$ cat src/fcc_params.svh
// Register map, field positions, reset values and counts of the FEAC controller
`ifndef FCC_PARAMS_SVH
`define FCC_PARAMS_SVH

`define FCC_ADDR_W        5
`define FCC_OFS_CTRL      5'h00
`define FCC_OFS_TX_FIRST  5'h04
`define FCC_OFS_TX_SECOND 5'h08
`define FCC_OFS_STATUS    5'h0C
`define FCC_OFS_RX_FIFO   5'h10

`define FCC_CODE_W        6
`define FCC_CW_LEN        16
`define FCC_TX_LAST_REP   4'h9
`define FCC_RX_VALID_RUN  2'h3
`define FCC_RX_IDLE_ONES  5'h10
`define FCC_RX_CW_GAP     5'h0F

`define FCC_ST_DET        0
`define FCC_ST_IDLE       1
`define FCC_ST_EMPTY      2
`define FCC_ST_OVF        3
`define FCC_ST_TX_ACT     4
`define FCC_ST_LVL_LSB    5
`define FCC_FIFO_EMPTY    8

`define FCC_RST_CODE      6'h00
`define FCC_RST_DATA      32'h0000_0000

`endif

$ cat src/fcc_pkg.sv
// Types shared by the FEAC controller
package fcc_pkg;

  typedef enum logic [1:0] {
    FCC_MODE_IDLE   = 2'b00,
    FCC_MODE_SINGLE = 2'b01,
    FCC_MODE_DUAL   = 2'b10,
    FCC_MODE_CONT   = 2'b11
  } fcc_mode_t;

  typedef enum logic [1:0] {
    FCC_TX_ONES   = 2'b00,
    FCC_TX_FIRST  = 2'b01,
    FCC_TX_SECOND = 2'b10,
    FCC_TX_CONT   = 2'b11
  } fcc_tx_state_t;

  typedef struct packed {
    logic       det;
    logic       idle;
    logic       ovf;
    logic [5:0] cur_code;
  } fcc_rx_status_t;

endpackage : fcc_pkg

$ cat src/fcc_feac_ctrl.sv
// FEAC codeword transmitter, receiver and receive code FIFO with Avalon-MM registers
//
// The Avalon-MM slave port and the placing of the registers were left to the implementer.
`include "fcc_params.svh"

module fcc_feac_ctrl
  import fcc_pkg::*;
#(
  parameter int FIFO_DEPTH = 4
) (
  input  wire logic                   core_clk_i,
  input  wire logic                   arst_n_i,
  input  wire logic [`FCC_ADDR_W-1:0] avs_address_i,
  input  wire logic                   avs_read_i,
  input  wire logic                   avs_write_i,
  input  wire logic [31:0]            avs_writedata_i,
  input  wire logic [3:0]             avs_byteenable_i,
  output logic      [31:0]            avs_readdata_o,
  output logic                        avs_waitrequest_o,
  input  wire logic                   tx_bit_en_i,
  output logic                        tx_bit_o,
  input  wire logic                   rx_bit_en_i,
  input  wire logic                   rx_bit_i,
  output logic                        rx_code_detected_o,
  output logic                        rx_idle_o
);

  localparam int PW = $clog2(FIFO_DEPTH);

  // Bus slave
  logic                   wait_r;
  logic [31:0]            rdata_r;
  logic                   wr_acc;
  logic                   rd_acc;
  // Transmit
  fcc_mode_t              mode_r;
  fcc_tx_state_t          tx_st_r;
  logic [5:0]             tx_code_first_r;
  logic [5:0]             tx_code_second_r;
  logic [3:0]             bit_cnt_r;
  logic [3:0]             rep_cnt_r;
  logic                   tx_bit_r;
  logic [5:0]             tx_code;
  // Receive
  logic [15:0]            sr_r;
  logic [15:0]            sr_nxt;
  logic                   match;
  logic [5:0]             rx_code;
  logic [5:0]             last_code_r;
  logic [1:0]             run_r;
  logic [4:0]             since_r;
  logic [4:0]             ones_r;
  logic                   diff_r;
  logic                   push;
  logic                   differ;
  logic                   det_r;
  logic                   idle_r;
  logic                   ovf_r;
  logic [5:0]             cur_code_r;
  fcc_rx_status_t         rx_r;
  // FIFO
  logic [5:0]             mem_r [FIFO_DEPTH];
  logic [PW-1:0]          wr_ptr_r;
  logic [PW-1:0]          rd_ptr_r;
  logic [PW:0]            lvl_r;
  logic                   full;
  logic                   empty;
  logic                   pop;

  // Codeword bit at a given position, code held with MSB at bit 0
  function automatic logic cw_bit(input logic [5:0] code, input logic [3:0] idx);
    logic b;
    b = 1'b1;
    if (idx == 4'h0 || idx == 4'h7) begin
      b = 1'b0;
    end else if (idx <= 4'h6) begin
      b = code[3'(idx - 4'h1)];
    end
    return b;
  endfunction : cw_bit

  // Avalon-MM slave
  assign wr_acc = avs_write_i & ~wait_r & avs_byteenable_i[0];
  assign rd_acc = avs_read_i & ~wait_r;

  // One wait cycle per access, then one accepting cycle
  always_ff @(posedge core_clk_i or negedge arst_n_i) begin
    if (!arst_n_i) begin
      wait_r <= 1'b1;
    end else begin
      wait_r <= ~((avs_read_i | avs_write_i) & wait_r);
    end
  end

  always_ff @(posedge core_clk_i or negedge arst_n_i) begin
    if (!arst_n_i) begin
      rdata_r <= `FCC_RST_DATA;
    end else if (avs_read_i && wait_r) begin
      rdata_r <= `FCC_RST_DATA;
      unique case (avs_address_i)
        `FCC_OFS_CTRL:      rdata_r[1:0] <= mode_r;
        `FCC_OFS_TX_FIRST:  rdata_r[5:0] <= tx_code_first_r;
        `FCC_OFS_TX_SECOND: rdata_r[5:0] <= tx_code_second_r;
        `FCC_OFS_STATUS: begin
          rdata_r[`FCC_ST_DET]    <= rx_r.det;
          rdata_r[`FCC_ST_IDLE]   <= rx_r.idle;
          rdata_r[`FCC_ST_EMPTY]  <= empty;
          rdata_r[`FCC_ST_OVF]    <= rx_r.ovf;
          rdata_r[`FCC_ST_TX_ACT] <= (tx_st_r != FCC_TX_ONES);
          rdata_r[`FCC_ST_LVL_LSB +: PW+1] <= lvl_r;
        end
        `FCC_OFS_RX_FIFO: begin
          // Empty FIFO reads as code zero, never stale memory
          rdata_r[5:0]             <= empty ? `FCC_RST_CODE : mem_r[rd_ptr_r];
          rdata_r[`FCC_FIFO_EMPTY] <= empty;
        end
        default: rdata_r <= `FCC_RST_DATA;
      endcase
    end
  end

  assign avs_waitrequest_o = wait_r;
  assign avs_readdata_o    = rdata_r;

  // Transmit storage and mode
  always_ff @(posedge core_clk_i or negedge arst_n_i) begin
    if (!arst_n_i) begin
      tx_code_first_r  <= `FCC_RST_CODE;
      tx_code_second_r <= `FCC_RST_CODE;
      mode_r           <= FCC_MODE_IDLE;
    end else if (wr_acc) begin
      if (avs_address_i == `FCC_OFS_TX_FIRST) begin
        tx_code_first_r <= avs_writedata_i[5:0];
      end
      if (avs_address_i == `FCC_OFS_TX_SECOND) begin
        tx_code_second_r <= avs_writedata_i[5:0];
      end
      if (avs_address_i == `FCC_OFS_CTRL) begin
        mode_r <= fcc_mode_t'(avs_writedata_i[1:0]);
      end
    end
  end

  // Transmit processor
  assign tx_code = (tx_st_r == FCC_TX_SECOND) ? tx_code_second_r : tx_code_first_r;

  always_ff @(posedge core_clk_i or negedge arst_n_i) begin
    if (!arst_n_i) begin
      tx_st_r   <= FCC_TX_ONES;
      bit_cnt_r <= 4'h0;
      rep_cnt_r <= 4'h0;
    end else if (wr_acc && avs_address_i == `FCC_OFS_CTRL) begin
      // Mode write restarts the sequence at a codeword boundary
      bit_cnt_r <= 4'h0;
      rep_cnt_r <= 4'h0;
      unique case (fcc_mode_t'(avs_writedata_i[1:0]))
        FCC_MODE_IDLE:   tx_st_r <= FCC_TX_ONES;
        FCC_MODE_SINGLE: tx_st_r <= FCC_TX_FIRST;
        FCC_MODE_DUAL:   tx_st_r <= FCC_TX_FIRST;
        FCC_MODE_CONT:   tx_st_r <= FCC_TX_CONT;
      endcase
    end else if (tx_bit_en_i && tx_st_r != FCC_TX_ONES) begin
      bit_cnt_r <= bit_cnt_r + 4'h1;
      if (bit_cnt_r == 4'(`FCC_CW_LEN - 1) && tx_st_r != FCC_TX_CONT) begin
        rep_cnt_r <= rep_cnt_r + 4'h1;
        if (rep_cnt_r == `FCC_TX_LAST_REP) begin
          rep_cnt_r <= 4'h0;
          if (tx_st_r == FCC_TX_FIRST && mode_r == FCC_MODE_DUAL) begin
            tx_st_r <= FCC_TX_SECOND;
          end else begin
            tx_st_r <= FCC_TX_ONES;
          end
        end
      end
    end
  end

  always_ff @(posedge core_clk_i or negedge arst_n_i) begin
    if (!arst_n_i) begin
      tx_bit_r <= 1'b1;
    end else if (tx_bit_en_i) begin
      if (tx_st_r == FCC_TX_ONES) begin
        tx_bit_r <= 1'b1;
      end else begin
        tx_bit_r <= cw_bit(tx_code, bit_cnt_r);
      end
    end
  end

  assign tx_bit_o = tx_bit_r;

  // Receive processor
  assign sr_nxt  = {sr_r[14:0], rx_bit_i};
  assign match   = rx_bit_en_i && !sr_nxt[15] && !sr_nxt[8] && (sr_nxt[7:0] == 8'hFF);
  // First arriving code bit lands at bit 0
  assign rx_code = {sr_nxt[9], sr_nxt[10], sr_nxt[11], sr_nxt[12], sr_nxt[13], sr_nxt[14]};
  assign push    = match && since_r == `FCC_RX_CW_GAP && rx_code == last_code_r
                   && run_r == (`FCC_RX_VALID_RUN - 2'h1);
  assign differ  = rx_r.det && rx_bit_en_i &&
                   ((match && rx_code != rx_r.cur_code) ||
                    (!match && since_r == `FCC_RX_CW_GAP));

  always_ff @(posedge core_clk_i or negedge arst_n_i) begin
    if (!arst_n_i) begin
      sr_r    <= 16'h0000;
      since_r <= 5'h1F;
      ones_r  <= 5'h00;
    end else if (rx_bit_en_i) begin
      sr_r <= sr_nxt;
      if (match) begin
        since_r <= 5'h00;
      end else if (since_r != 5'h1F) begin
        since_r <= since_r + 5'h01;
      end
      if (!rx_bit_i) begin
        ones_r <= 5'h00;
      end else if (ones_r != `FCC_RX_IDLE_ONES) begin
        ones_r <= ones_r + 5'h01;
      end
    end
  end

  // Run of identical codewords spaced one codeword apart
  always_ff @(posedge core_clk_i or negedge arst_n_i) begin
    if (!arst_n_i) begin
      last_code_r <= `FCC_RST_CODE;
      run_r       <= 2'h0;
    end else if (match) begin
      last_code_r <= rx_code;
      if (since_r == `FCC_RX_CW_GAP && rx_code == last_code_r) begin
        if (run_r != `FCC_RX_VALID_RUN) begin
          run_r <= run_r + 2'h1;
        end
      end else begin
        run_r <= 2'h1;
      end
    end else if (rx_bit_en_i && since_r == `FCC_RX_CW_GAP) begin
      run_r <= 2'h0;
    end
  end

  always_ff @(posedge core_clk_i or negedge arst_n_i) begin
    if (!arst_n_i) begin
      det_r      <= 1'b0;
      cur_code_r <= `FCC_RST_CODE;
      diff_r     <= 1'b0;
    end else if (push) begin
      det_r      <= 1'b1;
      cur_code_r <= rx_code;
      diff_r     <= 1'b0;
    end else if (rx_bit_en_i && rx_bit_i && ones_r == `FCC_RX_IDLE_ONES - 5'h01) begin
      det_r  <= 1'b0;
      diff_r <= 1'b0;
    end else if (differ) begin
      diff_r <= 1'b1;
      if (diff_r) begin
        det_r  <= 1'b0;
        diff_r <= 1'b0;
      end
    end else if (match) begin
      diff_r <= 1'b0;
    end
  end

  always_ff @(posedge core_clk_i or negedge arst_n_i) begin
    if (!arst_n_i) begin
      idle_r <= 1'b0;
    end else if (push) begin
      idle_r <= 1'b0;
    end else if (rx_bit_en_i && rx_bit_i && ones_r == `FCC_RX_IDLE_ONES - 5'h01) begin
      idle_r <= 1'b1;
    end
  end

  assign rx_r               = '{det: det_r, idle: idle_r, ovf: ovf_r, cur_code: cur_code_r};
  assign rx_code_detected_o = det_r;
  assign rx_idle_o          = idle_r;

  // Receive FIFO
  assign full  = (lvl_r == (PW+1)'(FIFO_DEPTH));
  assign empty = (lvl_r == '0);
  assign pop   = rd_acc && avs_address_i == `FCC_OFS_RX_FIFO && !empty;

  for (genvar i = 0; i < FIFO_DEPTH; i++) begin : g_mem
    always_ff @(posedge core_clk_i) begin
      if (push && !full && wr_ptr_r == PW'(i)) begin
        mem_r[i] <= rx_code;
      end
    end
  end

  // Independent pointers keep both sides usable alone
  always_ff @(posedge core_clk_i or negedge arst_n_i) begin
    if (!arst_n_i) begin
      wr_ptr_r <= '0;
      rd_ptr_r <= '0;
      lvl_r    <= '0;
    end else begin
      if (push && !full) begin
        wr_ptr_r <= wr_ptr_r + PW'(1);
      end
      if (pop) begin
        rd_ptr_r <= rd_ptr_r + PW'(1);
      end
      if ((push && !full) && !pop) begin
        lvl_r <= lvl_r + (PW+1)'(1);
      end else if (pop && !(push && !full)) begin
        lvl_r <= lvl_r - (PW+1)'(1);
      end
    end
  end

  // Sticky overflow, write one to clear, set wins
  always_ff @(posedge core_clk_i or negedge arst_n_i) begin
    if (!arst_n_i) begin
      ovf_r <= 1'b0;
    end else if (push && full) begin
      ovf_r <= 1'b1;
    end else if (wr_acc && avs_address_i == `FCC_OFS_STATUS
                 && avs_writedata_i[`FCC_ST_OVF]) begin
      ovf_r <= 1'b0;
    end
  end
endmodule : fcc_feac_ctrl

$ cat config.mk
export PLATFORM = sky130hd
export DESIGN_NAME = fcc_feac_ctrl
export DESIGN_NICKNAME = d
export VERILOG_FILES = /design/src/fcc_pkg.sv /design/src/fcc_feac_ctrl.sv
export VERILOG_INCLUDE_DIRS = /design/src
export SDC_FILE = /design/constraint.sdc
export NUM_CORES = 1
export LEC_CHECK = 0
export ABC_AREA = 1
export BUFFER_PORTS_ARGS = -buffer_cell sky130_fd_sc_hd__buf_2
export CORE_UTILIZATION = 35
export CTS_CLUSTER_DIAMETER = 120
export DETAILED_ROUTE_END_ITERATION = 10
export PLACE_DENSITY_LB_ADDON = 0.15
export SYNTH_ARGS = -nofsm -noshare
export SYNTH_HDL_FRONTEND = slang
export SYNTH_SLANG_ARGS = --single-unit
$ cat constraint.sdc
create_clock -name core_clk_i -period 2.6 [get_ports core_clk_i]
set_input_delay 0.13 -clock core_clk_i [delete_from_list [all_inputs] [get_ports core_clk_i]]
set_output_delay 0.13 -clock core_clk_i [all_outputs]
set_load 0.02 [all_outputs]
# Yosys cells after proc, flatten, opt, wreduce, memory -nomap -nowiden
# Memories as Yosys holds them, arrays and structs flattened.
# Cells that the tools add are included.
dict set report totals {
  ff_bits 85
  ramBits 24
  in_bits 48
  output_inout_bits 36
  elab_cells 205
  memories 1
}
dict set report op_classes {
  addsub 10
  order_cmp 2
  n_eq_ne 29
  muxes 63
  bitwise_logic 7
  reduce_logical 71
}
# memory words width rd rd_ports_with_merged_regs write_ports line
set memory_table {}
lappend memory_table {mem_r 4 6 1 0 1 fcc_feac_ctrl.sv:62} ;# logic [5:0] mem_r [FIFO_DEPTH];
# op n
set op_table {}
lappend op_table {{$logic_and 1x1->1} 31}
lappend op_table {{$mux 6} 5}
lappend op_table {{$mux 1} 29}
lappend op_table {{$mux 2} 13}
lappend op_table {{$mux 4} 6}
lappend op_table {{$eq 5x4->1 const B} 4}
lappend op_table {{$mux 5} 4}
lappend op_table {{$reduce_bool 2->1} 9}
lappend op_table {{$reduce_or 6->1} 3}
lappend op_table {{$pmux 4 s4} 1}
lappend op_table {{$reduce_and 2->1} 8}
lappend op_table {{$eq 2x2->1 const B} 7}
lappend op_table {{$add 5x1->5 const B} 2}
lappend op_table {{$ne 5x5->1 const B} 2}
lappend op_table {{$pmux 2 s5} 1}
lappend op_table {{$add 4x1->4 const B} 2}
lappend op_table {{$eq 4x4->1 const B} 2}
lappend op_table {{$eq 8x8->1 const B} 1}
lappend op_table {{$logic_not 1->1} 7}
lappend op_table {{$add 2x1->2 const B} 3}
lappend op_table {{$eq 2x1->1 const B} 3}
lappend op_table {{$eq 6x6->1} 1}
lappend op_table {{$logic_not 2->1} 3}
lappend op_table {{$mux 3} 2}
lappend op_table {{25 further kinds} 33}

# Logic depth before layout (Yosys ltp)
# Gate-level depths: netlist of run 1.
dict set report logic_depth {
  depth_word 15
  depth_mapped 14
  mapped_depth_nobuf 14
}

# Worst setup path before layout of run 1
# OpenSTA, ideal clock, no wires.
dict set report synth_timing {
  path_type {reg-to-reg}
  startpoint {reg since_r[0]}
  endpoint {reg lvl_r[2]}
  setup_time_ns 0.131
  arrival_time_ns 2.469
  required_time_ns 2.469
  path_slack_ns 0.000
  path_stages_with_launch 15
  path_buffers 0
  period_less_slack_ns 2.600
  cell_sequence {dfstp_2 -> ha_1 -> nand2_1 -> nor2_1 -> ha_1 -> nand4_1 -> nor2_2 -> nand4_2 -> inv_1 -> ha_1 -> inv_1 -> fa_1 -> a21oi_1 -> o21ai_0 -> xor2_1}
}
dict set report synth_between {
  elab_chain_len 8
  elab_cells_between_ends 10
  cone_classes {eq/ne (1); mux (1); reduce/logical (8)}
}
# item line
set synth_rtl {}
lappend synth_rtl {{from (decl)} fcc_feac_ctrl.sv:51} ;# logic [4:0] since_r;
lappend synth_rtl {{from (signal assigned)} fcc_feac_ctrl.sv:213} ;# since_r <= since_r + 5'h01;
lappend synth_rtl {{$eq 5x4->1 (no line) (*)} --}
lappend synth_rtl {{$logic_and 1x1->1 (no line) (*)} --}
lappend synth_rtl {{$logic_and 1x1->1 (*) (2 in a row)} fcc_feac_ctrl.sv:197} ;# assign push = match && since_r == `FCC_RX_CW_GAP && rx_code == last_code_r
lappend synth_rtl {{$logic_and 1x1->1 (*)} {fcc_feac_ctrl.sv:305, fcc_feac_ctrl.sv:307}}
lappend synth_rtl {{$logic_not 1->1} fcc_feac_ctrl.sv:307} ;# end else if (pop && !(push && !full)) begin
lappend synth_rtl {{$logic_and 1x1->1} fcc_feac_ctrl.sv:307}
lappend synth_rtl {{$reduce_bool 2->1 (no line)} --}
lappend synth_rtl {{to (signal assigned)} fcc_feac_ctrl.sv:306} ;# lvl_r <= lvl_r + (PW+1)'(1);
lappend synth_rtl {{to (signal assigned)} fcc_feac_ctrl.sv:308} ;# lvl_r <= lvl_r - (PW+1)'(1);
lappend synth_rtl {{to (decl)} fcc_feac_ctrl.sv:65} ;# logic [PW:0] lvl_r;
# Every way passes the cells marked *; elsewhere a longest branch is shown, timed or not.
# A chain may end at the register's enable or synchronous reset.

# Worst setup path after layout of run 1
dict set report layout_timing {
  startpoint {reg since_r[1]}
  endpoint {reg lvl_r[2]}
}
# Same word-level chain as after synthesis.

==> impl_metrics.sql, run 1 <==
INSERT INTO impl_metrics (metric_group, metric, value, unit) VALUES
('cells_and_area', 'syn2layout_area_growth', '14.20', '%'),
('floorplan', 'die-area', '0.01681', 'sq mm'),
('floorplan', 'ios', '84', ''),
('floorplan', 'initial_utilization', '35.89', '%'),
('critical_path', 'crit_path_cell_trace', 'ha_4, nand2_2, nor2_2, ha_2, nand4_1, nor2_4, nand4_2, inv_2, ha_4, inv_2, fa_2, a21oi_2, o21ai_2, xor2_1', ''),
('timing', 'setup_total_negative_slack', '0', 'ps'),
('critical_path', 'timing.setup.critical_path_class', 'reg2reg', ''),
('pwr', 'irDropWorstVdd', '0.4534', 'mV'),
('timing', 'timing.clock.skew', '7.628', 'ps'),
('drt', 'avgRoutedWirePerCell', '12.97', 'um'),
('clock_tree', 'cts-root-buf', 'sky130_fd_sc_hd__clkbuf_16', ''),
('drt', 'number_of_vias_per_cell', '4.613', ''),
('outcome', 'run_status', 'completed', ''),
('yosys', 'yosys_register_bits', '109', ''),
('clock_tree', 'cts_max_level', '3', ''),
('pwr', 'post-layout-total-power', '4674', 'uW'),
('clock_tree', 'clock_sink_count', '109', ''),
('cells_and_area', 'layout.cells.most_common_list', 'sky130_fd_sc_hd__nand2_1 (146), sky130_fd_sc_hd__inv_1 (94), sky130_fd_sc_hd__dfrtp_1 (78)', ''),
('floorplan', 'floorplan.die.width', '129.6', 'um'),
('clock_tree', 'clock_tree_from_tritoncts', 'yes', ''),
('drt', 'detailroute.via_count', '4318', ''),
('timing', 'finalHoldViolCount', '0', ''),
('yosys', 'ys_seq_area_share', '50.10', '%'),
('yosys', 'syn-instance-count', '662', ''),
('yosys', 'synth-edff-count', '24', ''),
('grt', 'number_of_global_route_vias_before_repair', '4213', ''),
('drt', 'number_of_nets_still_failing_antenna_checks_after_routing', '0', ''),
('cells_and_area', 'finish.net_count', '781', ''),
('min_path', 'hold_class', 'in2reg', ''),
('yosys', 'synth-main-ff-cell', 'sky130_fd_sc_hd__dfrtp_1', ''),
('floorplan', 'fp-row-count', '46', ''),
('grt', 'track_usage', '15.87', '%'),
('critical_path', 'crit_path_start', 'since_r[1]', ''),
('critical_path', 'reg2reg_from', 'since_r[1]', ''),
('grt', 'globalRoute.totalOverflow', '0', ''),
('drt', 'initialDrtViolationCount', '265', ''),
('timing', 'unrepaired_setup_endpoints_after_global_routing', 'yes', ''),
('critical_path', 'crit_slowest_cell', 'sky130_fd_sc_hd__dfstp_2', ''),
('yosys', 'async_flop_share', '77.98', '%'),
('pwr', 'power_leakage', '0.003028', 'uW'),
('cells_and_area', 'layout-drive-gt1-share', '16.53', '%'),
('timing', 'period_needed', '2565', 'ps'),
('timing', 'timing.final.ws_setup', '35.49', 'ps'),
('pwr', 'power-per-cell-area', '717.9', 'mW/mm^2'),
('place', 'dp_hpwl', '8967', 'um'),
('critical_path', 'worst_ep_arrival_time', '2810', 'ps'),
('timing', 'report.final.setup_viol', '0', ''),
('drt', 'post-route-drc-count', '0', ''),
('yosys', 'yosys.cell_types.count', '43', ''),
('critical_path', 'worst-endpoint-required', '2840', 'ps'),
('place', 'gp_congestion', '0.7925', ''),
('floorplan', 'dieHeight', '129.6', 'um'),
('critical_path', 'cp_max_stage_delay', '560', 'ps'),
('grt', 'pin_count_of_the_biggest_net_entering_global_routing', '36', ''),
('clock_tree', 'clock_latency_on_the_worst_skew_pair', '360', 'ps'),
('timing', 'fmax_achieved', '0.3899', 'GHz'),
('yosys', 'syn-mean-instance-area', '8.613', 'sq um'),
('grt', 'antenna_found_initial', '0', ''),
('critical_path', 'crit_family', 'adder cells', ''),
('critical_path', 'critPathCaptureType', 'register', ''),
('cells_and_area', 'antenna_diode_count', '0', ''),
('grt', 'wire_length_of_the_first_global_routing_pass', '20330', 'um'),
('cells_and_area', 'most_common_cell_after_layout_fill_and_taps_aside', 'sky130_fd_sc_hd__nand2_1', ''),
('timing', 'maxSlewViolCount', '0', ''),
('place', 'post-place-ws', '-10.20', 'ps'),
('run', 'drv_cap', '0', ''),
('clock_tree', 'worst_setup_hold_path_clk_slew', '70', 'ps'),
('place', 'place.port_buffers', '31', ''),
('drt', 'drt_pass1_iterations', '4', ''),
('yosys', 'synth-warning-count', '0', ''),
('floorplan', 'core_area', '0.01589', 'sq mm'),
('timing', 'final.period_utilization', '98.64', '%'),
('min_path', 'hold_path_startpoint', 'avs_writedata_i[1]', ''),
('critical_path', 'worstPathBufferInverterCount', '2', ''),
('clock_tree', 'cts_max_path_buffers', '2', ''),
('critical_path', 'setup.worst_path.start_class', 'register', ''),
('drt', 'routed_wl', '12140', 'um'),
('clock_tree', 'cts-buffers-inserted', '9', ''),
('critical_path', 'critPathMaxFanout', '4', ''),
('cells_and_area', 'utilization', '40.99', '%'),
('yosys', 'syn-cell-area', '0.005702', 'sq mm');
[Yosys cell counts (10+ instances only)]
library cell	instances	area [sq um]
sky130_fd_sc_hd__nor2_1	51	191.4
sky130_fd_sc_hd__nand2_1	147	551.8
sky130_fd_sc_hd__o22ai_1	10	62.56
sky130_fd_sc_hd__nand4_1	11	68.82
sky130_fd_sc_hd__a21oi_1	12	60.06
sky130_fd_sc_hd__inv_1	96	360.4
sky130_fd_sc_hd__dfrtp_1	78	1952
sky130_fd_sc_hd__ha_1	17	212.7
sky130_fd_sc_hd__edfxtp_1	24	720.7
sky130_fd_sc_hd__o21ai_0	68	340.3
sky130_fd_sc_hd__buf_4	24	180.2
sky130_fd_sc_hd__nand3_1	36	180.2
[worst reg2reg max path, stage by stage, from the launching register on]
cell,delay [ps]
sky130_fd_sc_hd__dfstp_2,560
sky130_fd_sc_hd__ha_4,140
sky130_fd_sc_hd__nand2_2,40
sky130_fd_sc_hd__nor2_2,120
sky130_fd_sc_hd__ha_2,190
sky130_fd_sc_hd__nand4_1,140
sky130_fd_sc_hd__nor2_4,180
sky130_fd_sc_hd__nand4_2,110
sky130_fd_sc_hd__inv_2,90
sky130_fd_sc_hd__ha_4,120
sky130_fd_sc_hd__inv_2,40
sky130_fd_sc_hd__fa_2,370
sky130_fd_sc_hd__a21oi_2,140
sky130_fd_sc_hd__o21ai_2,70
sky130_fd_sc_hd__xor2_1,140
[flip-flops by register name, summed over array words and instances, names as in the netlist, 2 cells and up]
register          count
mem_r                24
sr_r                 15
avs_readdata_o        9
cur_code_r            6
last_code_r           6
tx_code_first_r       6
tx_code_second_r      6
ones_r                5
since_r               5
bit_cnt_r             4
rep_cnt_r             4
lvl_r                 3
mode_r                2
rd_ptr_r              2
run_r                 2
tx_st_r               2
wr_ptr_r              2
[layer usage]
metal | routed length, um | track usage (%)
met2 | 5633 | 25.57
met3 | 465 | 4.748
met1 | 5966 | 20.71
met4 | 74 | 4.309
met5 | 0 | 0
[final cells by class]
| cell class | count | area [sq um] |
|---|---|---|
| multi-input combinational | 438 | 2351 |
| sequential | 109 | 2856 |
| fill | 1608 | 9374 |
| clock inverter | 7 | 75.07 |
| inverter | 102 | 385.4 |
| clock buffer | 9 | 225.2 |
| tap | 216 | 270.3 |
| timing repair buffer | 55 | 347.8 |
[kinds of logic after synthesis]
logic type,Yosys count,synth area share (%)
buffers and inverters,137,10.95
flip-flops,109,50.10
XOR/XNOR,10,1.536
multiplexers,1,0.1975
other,1,0.06577
AND/OR/NAND/NOR,277,22.36
adder cells (fa/ha/maj),18,4.082
AO/OA/AOI/OAI,109,10.71
[worst paths after layout]
path	endpoint	cells past startpoint	slack, ps
min	mode_r[1]	3	30
max reg2reg	lvl_r[2]	14	40
max	lvl_r[2]	14	40
max in group asynchronous	wr_ptr_r[0]	3	1570
min reg2reg	avs_readdata_o[2]	2	480
min in group asynchronous	rd_ptr_r[1]	2	280
[report_power, final]
part / internal (uW) / switching, uW / leakage (uW)
logic: 400 / 672 / 0.00159
clock network: 751 / 645 / 0.000140
registers: 2000 / 209 / 0.00130
total: 3150 / 1530 / 0.00303
[stage by stage]
step	area, sq um	hold slack [ps]	cells
final	6511	30.54	936
after global routing	6511	36.52	936
after CTS	6464	9.926	935
after detailed placement	6116	132.2	914
after global placement	6116	120.6	914
after floorplan	5792	-165.6	684
[repair_timing]
action / 4_1_cts / 5_1_grt
pin swaps: 2 / 8
endpoints found under the hold margin: 30 / 0
hold buffers: 4 / 0
setup endpoints to repair: 1 / 2
setup buffers: 1 / 1
resized for setup: 0 / 10
gates cloned: 0 / 0
No activity file was read; power rests on OpenSTA's default activity.
==> run 2, diff against run 1 <==
Settings changed: ABC_AREA 1 to 0, HOLD_SLACK_MARGIN set to 0.1.
==> run 2 against run 1 <==
- final area fell by 4.2%
- critical path depth fell by 2
- register-to-register slack improved by 20 ps
- sequential cell count did not move
- count of clock-buffer cells in the layout rose by 1
- critical endpoint unchanged
- highest routed layer unchanged
==> impl_metrics.sql, run 2 <==
INSERT INTO impl_metrics (metric_group, metric, value, unit) VALUES
('cells_and_area', 'most_common_cell_after_layout_fill_and_taps_aside', 'sky130_fd_sc_hd__dfrtp_1', ''),
('timing', 'worst_margin_slew', '618.2', 'ps'),
('yosys', 'mux_cell_area_share_after_synthesis', '14.30', '%'),
('drt', 'drt_pass1_iterations', '4', ''),
('outcome', 'run_status', 'completed', ''),
('timing', 'timing.clock.skew', '13.75', 'ps'),
('yosys', 'syn-instance-count', '436', ''),
('yosys', 'post_synth_fa_ha_maj_area_fraction', '4.319', '%'),
('run', 'drv_cap', '0', ''),
('critical_path', 'worst_ep_arrival_time', '2820', 'ps'),
('drt', 'post-route-drc-count', '0', ''),
('cells_and_area', 'utilization', '42.30', '%'),
('drt', 'number_of_vias_per_cell', '4.994', ''),
('drt', 'avgRoutedWirePerCell', '15.43', 'um'),
('yosys', 'syn-cell-area', '0.005389', 'sq mm'),
('yosys', 'synth-edff-count', '24', ''),
('yosys', 'synthMostInstantiatedCell', 'sky130_fd_sc_hd__dfrtp_1', ''),
('pwr', 'pwr-share-clk', '28.5', '%'),
('floorplan', 'fp-row-count', '44', ''),
('floorplan', 'core_area', '0.01475', 'sq mm'),
('place', 'dp_hpwl', '7590', 'um'),
('yosys', 'yosys_register_bits', '109', ''),
('critical_path', 'worst-endpoint-required', '2880', 'ps'),
('cells_and_area', 'antenna_diode_count', '0', ''),
('grt', 'number_of_global_route_vias_before_repair', '3439', ''),
('yosys', 'synth-warning-count', '0', ''),
('clock_tree', 'cts_max_level', '3', ''),
('critical_path', 'timing.setup.critical_path_class', 'reg2reg', ''),
('timing', 'unrepaired_setup_endpoints_after_global_routing', 'yes', ''),
('floorplan', 'ios', '84', ''),
('timing', 'timing.max_slew.rel_slack', '58.78', '%'),
('pwr', 'seq_power_share', '49.1', '%'),
('critical_path', 'crit_family', 'adder cells', ''),
('critical_path', 'critPathCaptureType', 'register', ''),
('pwr', 'netSwitchingPower', '1367', 'uW'),
('pwr', 'power_leakage', '0.002780', 'uW'),
('grt', 'track_usage', '14.28', '%'),
('min_path', 'timing.hold.worst_endpoint', 'ones_r[3]', ''),
('place', 'gp_congestion', '0.7477', ''),
('floorplan', 'die-area', '0.01590', 'sq mm'),
('drt', 'detailroute.via_count', '3441', ''),
('drt', 'number_of_nets_still_failing_antenna_checks_after_routing', '0', ''),
('critical_path', 'crit-reg2reg-capture', 'lvl_r[2]', ''),
('critical_path', 'worstPathBufferInverterCount', '1', ''),
('pwr', 'irDropWorstVdd', '0.3089', 'mV'),
('grt', 'globalRoute.totalOverflow', '0', ''),
('timing', 'setup_total_negative_slack', '0', 'ps'),
('clock_tree', 'cts-root-buf', 'sky130_fd_sc_hd__clkbuf_16', ''),
('cells_and_area', 'finish.net_count', '566', ''),
('grt', 'wire_length_of_the_first_global_routing_pass', '17590', 'um'),
('critical_path', 'cp_max_stage_delay', '570', 'ps'),
('critical_path', 'rr_worst_depth', '12', ''),
('grt', 'pin_count_of_the_biggest_net_entering_global_routing', '49', ''),
('timing', 'final.period_utilization', '97.85', '%'),
('timing', 'period_needed', '2544', 'ps'),
('timing', 'fmax_achieved', '0.3931', 'GHz'),
('critical_path', 'rrSetupSlack', '60', 'ps'),
('yosys', 'synth.top_cells.by_area', 'sky130_fd_sc_hd__dfrtp_1 (36%), sky130_fd_sc_hd__edfxtp_1 (13%), sky130_fd_sc_hd__mux2_2 (9.0%), sky130_fd_sc_hd__mux4_2 (4.2%), sky130_fd_sc_hd__ha_1 (3.9%)', ''),
('yosys', 'ys_seq_area_share', '53.01', '%'),
('pwr', 'post-layout-total-power', '4539', 'uW'),
('grt', 'antenna_found_initial', '0', ''),
('clock_tree', 'clock_tree_from_tritoncts', 'yes', ''),
('drt', 'initialDrtViolationCount', '171', ''),
('pwr', 'power-per-cell-area', '727.2', 'mW/mm^2'),
('critical_path', 'reg2reg_from', 'since_r[0]', ''),
('yosys', 'synth_top_cell_area_share', '36.22', '%'),
('cells_and_area', 'largest_register_ff_count', '24', ''),
('timing', 'finalHoldViolCount', '0', ''),
('critical_path', 'critPathMaxFanout', '3', ''),
('yosys', 'post-synth-top-area-cell', 'sky130_fd_sc_hd__dfrtp_1', ''),
('min_path', 'worstHoldPathCells', '3', ''),
('floorplan', 'floorplan.die.width', '126.1', 'um'),
('critical_path', 'crit_slowest_cell', 'sky130_fd_sc_hd__dfstp_2', ''),
('critical_path', 'crit_path_cell_trace', 'ha_4, and3_4, ha_4, and4_4, nand4_4, a21oi_4, ha_2, inv_2, fa_2, xor2_1, nor2_1, xor2_1', ''),
('yosys', 'synth_commonest_cells', 'sky130_fd_sc_hd__dfrtp_1 (78), sky130_fd_sc_hd__mux2_2 (43), sky130_fd_sc_hd__nand2_1 (32), sky130_fd_sc_hd__buf_4 (24), sky130_fd_sc_hd__edfxtp_1 (24)', ''),
('place', 'place.port_buffers', '31', ''),
('yosys', 'yosys.cell_types.count', '58', ''),
('timing', 'maxSlewViolCount', '0', ''),
('timing', 'report.final.setup_viol', '0', ''),
('cells_and_area', 'syn2layout_area_growth', '15.81', '%'),
('clock_tree', 'clock_latency_on_the_worst_skew_pair', '350', 'ps'),
('clock_tree', 'worst_setup_hold_path_clk_slew', '80', 'ps'),
('yosys', 'synth_simple_gate_area_share', '11.07', '%'),
('floorplan', 'initial_utilization', '36.52', '%'),
('yosys', 'async_flop_share', '77.98', '%'),
('drt', 'routed_wl', '10630', 'um'),
('critical_path', 'setup.worst_path.start_class', 'register', ''),
('pwr', 'power.switching_fraction', '30.12', '%'),
('cells_and_area', 'top_register', 'mem_r', ''),
('yosys', 'syn-mean-instance-area', '12.36', 'sq um'),
('clock_tree', 'clock_sink_count', '109', ''),
('cells_and_area', 'layout.cells.most_common_list', 'sky130_fd_sc_hd__dfrtp_1 (78), sky130_fd_sc_hd__mux2_2 (43), sky130_fd_sc_hd__nand2_1 (32)', ''),
('pwr', 'pwr-share-comb', '22.4', '%'),
('yosys', 'synth-main-ff-cell', 'sky130_fd_sc_hd__dfrtp_1', ''),
('yosys', 'combinational_family_with_the_most_area_after_synthesis', 'multiplexers', ''),
('clock_tree', 'cts-buffers-inserted', '9', ''),
('yosys', 'synth-xor-area-share', '4.388', '%'),
('floorplan', 'dieHeight', '126.1', 'um'),
('min_path', 'hold_class', 'in2reg', ''),
('clock_tree', 'cts_max_path_buffers', '2', ''),
('pwr', 'internal-power', '3171', 'uW'),
('cells_and_area', 'layout-drive-gt1-share', '28.32', '%'),
('yosys', 'synth_compound_gate_area_share', '7.407', '%'),
('cells_and_area', 'nFillCells', '1370', ''),
('min_path', 'hold_path_startpoint', 'rx_bit_i', '');
## run 2: cell count changes after synthesis, moves of 11 or more
cell,before,now
sky130_fd_sc_hd__o21ai_0,68,22
sky130_fd_sc_hd__inv_1,96,18
sky130_fd_sc_hd__xor2_1,6,17
sky130_fd_sc_hd__mux2_2,1,43
sky130_fd_sc_hd__nand3_1,36,9
sky130_fd_sc_hd__nand2_1,147,32
sky130_fd_sc_hd__nor2_1,51,22
## run 2: per-layer routing
layer | vias to the layer above | GRT usage (%) | routed length, um
li1 | 1648 | - | -
met1 | 1726 | 18.28 | 4976
met2 | 55 | 23.56 | 5223
met3 | 12 | 2.761 | 286
met4 | 0 | 6.166 | 146
met5 | - | 0 | 0
## run 2: cell families after synthesis
group / Yosys count
XOR/XNOR: 27
adder cells (fa/ha/maj): 18
multiplexers: 59
flip-flops: 109
AO/OA/AOI/OAI: 61
AND/OR/NAND/NOR: 108
buffers and inverters: 53
other: 1
## run 2: cell type report
type / instances / area [sq um] / share of cell area, %
Clock buffer: 10 / 229.0 / 3.669
Clock inverter: 6 / 45.04 / 0.7217
Multi-Input combinational cell: 296 / 2360 / 37.81
Sequential cell: 109 / 2856 / 45.77
Tap cell: 184 / 230.2 / 3.689
Inverter: 18 / 67.56 / 1.083
Timing Repair Buffer: 66 / 452.9 / 7.257
## run 2: worst register-to-register path, cell delays in order (launching register included)
cell	delay (ps)
sky130_fd_sc_hd__dfstp_2	570
sky130_fd_sc_hd__ha_4	140
sky130_fd_sc_hd__and3_4	190
sky130_fd_sc_hd__ha_4	130
sky130_fd_sc_hd__and4_4	220
sky130_fd_sc_hd__nand4_4	90
sky130_fd_sc_hd__a21oi_4	150
sky130_fd_sc_hd__ha_2	210
sky130_fd_sc_hd__inv_2	40
sky130_fd_sc_hd__fa_2	340
sky130_fd_sc_hd__xor2_1	140
sky130_fd_sc_hd__nor2_1	110
sky130_fd_sc_hd__xor2_1	140
## run 2: timing repair
| item | in CTS | in global routing |
|---|---|---|
| resized for setup | 0 | 1 |
| setup endpoints to repair | 0 | 2 |
| setup buffers | 0 | 5 |
| hold buffers | 13 | 0 |
| endpoints found under the hold margin | 59 | 0 |
## run 2: power groups by stage
stage	registers (uW)	clock network, uW	logic [uW]
finish	2230	1290	1020
global placement	2260	0	965
floorplan	2300	0	620
CTS	2230	1350	1010
global route	2260	1410	1140
detailed placement	2270	0	995
## run 2: worst max-delay path by stage
stage	start	end	slack, ps	cells past startpoint
after floorplan	since_r[1]	lvl_r[2]	3	12
after global routing	since_r[0]	lvl_r[2]	-80	12
after global placement	since_r[1]	lvl_r[2]	80	12
final	since_r[0]	lvl_r[2]	60	12
after CTS	since_r[1]	lvl_r[2]	10	12
after detailed placement	since_r[1]	lvl_r[2]	20	12
## run 2: per-stage QoR
stage | hold slack, ps | cell area [sq um] | worst slack (ps) | std cells
2_1_floorplan | -165.6 | 5509 | 3.266 | 458
3_3_place_gp | 182.3 | 5799 | 79.86 | 655
3_5_place_dp | 187.4 | 5799 | 22.33 | 655
4_1_cts | 105.6 | 6203 | 10.34 | 684
5_1_grt | 132.7 | 6241 | -80.21 | 689
6_report | 119.2 | 6241 | 55.91 | 689
